`src/smc_prio_enc.sv`:
```
`timescale 1ns/1ps
// Lowest set bit wins; yields its index
module smc_prio_enc #(
   parameter int N = 14
) (
   input  wire logic [N-1:0]         vec,   // Request vector
   output logic      [$clog2(N)-1:0] idx,   // Index of winner
   output logic                      hit    // Any bit set
);
   // Scan from the top so the lowest index is written last
   always_comb
   begin
      idx = '0;
      hit = 1'b0;
      for (int i = N - 1; i >= 0; i--)
      begin
         if (vec[i])
         begin
            idx = ($clog2(N))'(i);
            hit = 1'b1;
         end
      end
   end
endmodule // smc_prio_enc

```
`config.mk`:
```
export PLATFORM = sky130hd
export DESIGN_NAME = smc_prio_enc
export DESIGN_NICKNAME = d
export VERILOG_FILES = /design/src/smc_prio_enc.sv
export SDC_FILE = /design/constraint.sdc
export NUM_CORES = 1
export LEC_CHECK = 0
export ABC_AREA = 0
export BUFFER_PORTS_ARGS = -buffer_cell sky130_fd_sc_hd__clkbuf_2
export CORE_AREA = 2 2 39 41
export DETAILED_ROUTE_END_ITERATION = 7
export DIE_AREA = 0 0 41 43
export GPL_TIMING_DRIVEN = 0
export PLACE_DENSITY_LB_ADDON = 0.08
export SLEW_MARGIN = 40
export SYNTH_ARGS = -nofsm -noshare
export SYNTH_HDL_FRONTEND = slang
export SYNTH_SLANG_ARGS = --single-unit
```
`constraint.sdc`:
```
create_clock -name vclk -period 1.2
set_input_delay 0.12 -clock vclk [all_inputs]
set_output_delay 0.12 -clock vclk [all_outputs]
set_load 0.1 [all_outputs]
```
Word-level counts from Yosys, hierarchy flattened. Index checks and enable logic that the tools add are counted.

Bits in registers: 0. Latch bits: 0. RAM bits: 0. Bits in read-only memories: 0. Input bits: 14. Output and inout port bits: 5. Word-level logic and storage cells: 28. Memories: 0.

Add/subtract/negate cells: 0. Multipliers: 0. Divide/modulo/power cells: 0. $lt $le $gt $ge: 0. Equal/unequal tests: 0. Shift-type cells: 0. Mux-type cells: 28. Bitwise logic cells: 0. Reduce and logical (&&, ||, !) cells: 0.

Operator list (number): $mux 4 (14); $mux 1 (14).

Longest topological paths before layout.
Depth after elaboration: 14. Depth in mapped cells: 4. Mapped depth without buffers: 4.

Worst setup path after synthesis. OpenSTA, ideal clock, no wires.

Path kind: input-to-output. Start: input vec[9]. End: output idx[1]. Data arrival time: 2.467 ns. Required time: 1.080 ns. Setup slack: -1.387 ns. Cell stages on the path: 3. Buffers on the path: 0. Path through: o31ai_1 -> a211oi_1 -> nor3_1.

Longest elaborated chain between the ends: 10.

Ends and longest elaborated chain: from (decl) (line 6) `input wire logic [N-1:0] vec,`; $mux 4 (10 in a row) (line 17) `if (vec[i])`; to (decl) (line 7) `output logic [$clog2(N)-1:0] idx,`.

No other way between the ends.

Final worst setup path.
Start: input vec[9]. End: output hit.

Longest elaborated chain between the ends: 10.

Ends and longest elaborated chain: $mux 1 (10 in a row) (line 17); to (decl) (line 8) `output logic hit`.

No other way between the ends.

==> qor.yml <==
floorplan:
  rows: 14
  io_pins: 19
  dieArea_um2: 1760
  dieWidth_um: 41
  die_h_um: 43
  start_util_pct: 12.2
  coreArea_um2: 1380
pwr:
  clkPwrFrac_pct: 0
  p_leak_nw: 0.224
  comb_power_share_pct: 100.0
  p_per_area_nw_per_um2: 344
  seqPwrFrac_pct: 0
  p_switching_mw: 0.115
  ir_drop_mv: 0.137
  power_switching_share_pct: 58.0
  p_int_mw: 0.0837
finish:
  fillCellCount: 146
  nClkBuffers: 0
  fin_nets: 65
  antennaDiodeCount: 0
  area_growth_pct: 242
  seq_area_um2: 0
  multiInputGateArea_um2: 302
  design_area_um2: 578
  utilization_pct: 41.8
  drive_gt1_share_pct: 77.6
  seq_cell_count: 0
place:
  dp_hpwl_um: 591
  place_congestion: 0.593
  io_buffers: 19
  pre_cts_slack_ns: -0.313
  placed_area_um2: 377
global_route:
  grt_max_degree: 5
  grt_pass1_vias: 288
  grt.total_usage_pct: 9.60
  antenna_found_initial: 0
  grt_pass1_wl_um: 1190
  overflow: 0
logic_synthesis:
  ys_seq_area_share_pct: 0
  netlist_top_cells_area: "nor4_2 (22%), nor2_1 (13%), a221oi_2 (8.9%), nor3b_2 (7.4%), inv_1 (6.7%)"
  yosysTopAreaCell: "nor4_2"
  synth_top_cell_area_share_pct: 22.2
  synth.net_count: 40
  syn_avg_cell_area_um2: 6.50
  yosysWarnings: 0
  yosysMostFrequentCell: "nor2_1"
  synth_cell_types: 16
  syn_inst: 26
  synth_area_um2: 169
  synthTopCellsByCount: "nor2_1 (6), inv_1 (3), nor4_2 (3)"
route:
  dr.pass1.iters: 2
  drc: 0
  postRouteWirelength_um: 698
  post_drt_via_cell_ratio: 4.52
  via_count: 294
  ant_nets: 0
  first_iter_violations: 1
  wl_per_cell_um: 10.7
timing:
  timing.fmax_ghz: 0.794
  final.setup.tns_ns: -0.0934
  tightestPinTransition_ns: 0.318
  worst_slack_ns: -0.0596
  setup_viol: 4
  rsz0062_at_grt: "yes"
  post-route-period-util_pct: 105
  relSlewSlack_pct: 78.6
  finalHoldViolCount: 0
  post-route-min-period_ns: 1.26
  slew_violations: 0
job:
  cap_viol_max_count: 0
outcome:
  violations: "setup timing"
  run_status: "finished with violations"
worst_setup_path:
  cp-end-kind: "primary output"
  critPathMaxFanout: 4
  required_ns: 1.08
  cp_data_arrival_time_ns: 1.14
  startpoint_type: "input port"
  critical_path_class: "input port to primary output"
hold_path:
  hp-class: "input port to primary output"
clock_tree:
  hold_buffers: 0
[kinds of logic after synthesis]
| family | synth area share, % |
|---|---|
| compound gates | 34.8 |
| buf+inv | 6.67 |
| simple gates | 58.5 |
[placed cells by master, fill, tap and decap left out, drive strengths merged]
| master | instances |
|---|---|
| nand2b | 1 |
| o22ai | 1 |
| clkbuf | 15 |
| a221oi | 1 |
| nand2 | 1 |
| a21oi | 1 |
| buf | 8 |
| a211oi | 1 |
| o31ai | 1 |
| inv | 3 |
| nor3 | 1 |
| o21ai | 2 |
| nor4 | 4 |
| a21boi | 1 |
| nand3 | 1 |
| nor2 | 6 |
| nor3b | 1 |
[area by class of cell]
class	count	area share, %
inverter	3	1.95
tap	16	3.46
timing repair buffer	23	42.4
multi-input combinational	23	52.2
[worst paths after layout]
| path | start | cells after the start | to | slack, ns |
|---|---|---|---|---|
| max | vec[9] | 5 | hit | -0.06 |
| min | vec[1] | 3 | idx[1] | 0.65 |
[power groups by stage]
stage	sequential, mW	clock (mW)	combinational, mW
floorplan	0	0	0.0820
global placement	0	0	0.140
detailed placement	0	0	0.143
CTS	0	0	0.190
global route	0	0	0.209
finish	0	0	0.199
[worst max-delay path: stages]
cell and delay [ns]:
buf_8 0.10, nor4_4 0.28, nor3b_4 0.32, nand3_4 0.10, clkbuf_16 0.21
[repair_timing]
item | CTS | global route
gates resized for setup | 21 | 9
pin swaps | 6 | 5
setup endpoints to repair | 5 | 5
setup buffers | 4 | 0
[stage by stage]
step / hold WS [ns] / instances / power (mW)
2_1_floorplan: 0.347 / 26 / 0.0820
3_3_place_gp: 0.806 / 61 / 0.140
3_5_place_dp: 0.817 / 61 / 0.143
4_1_cts: 0.655 / 65 / 0.190
5_1_grt: 0.672 / 65 / 0.209
6_report: 0.652 / 65 / 0.199
[per-layer routing]
metal  GRT usage [%]  vias up  share of wire, %
li1                -      150                 -
met1            10.5      136                39
met2            19.7        8                58
met3               0        0               3.3
met4               0        0                 0
met5               0        -                 0
Power figures use the tool's default switching activity.
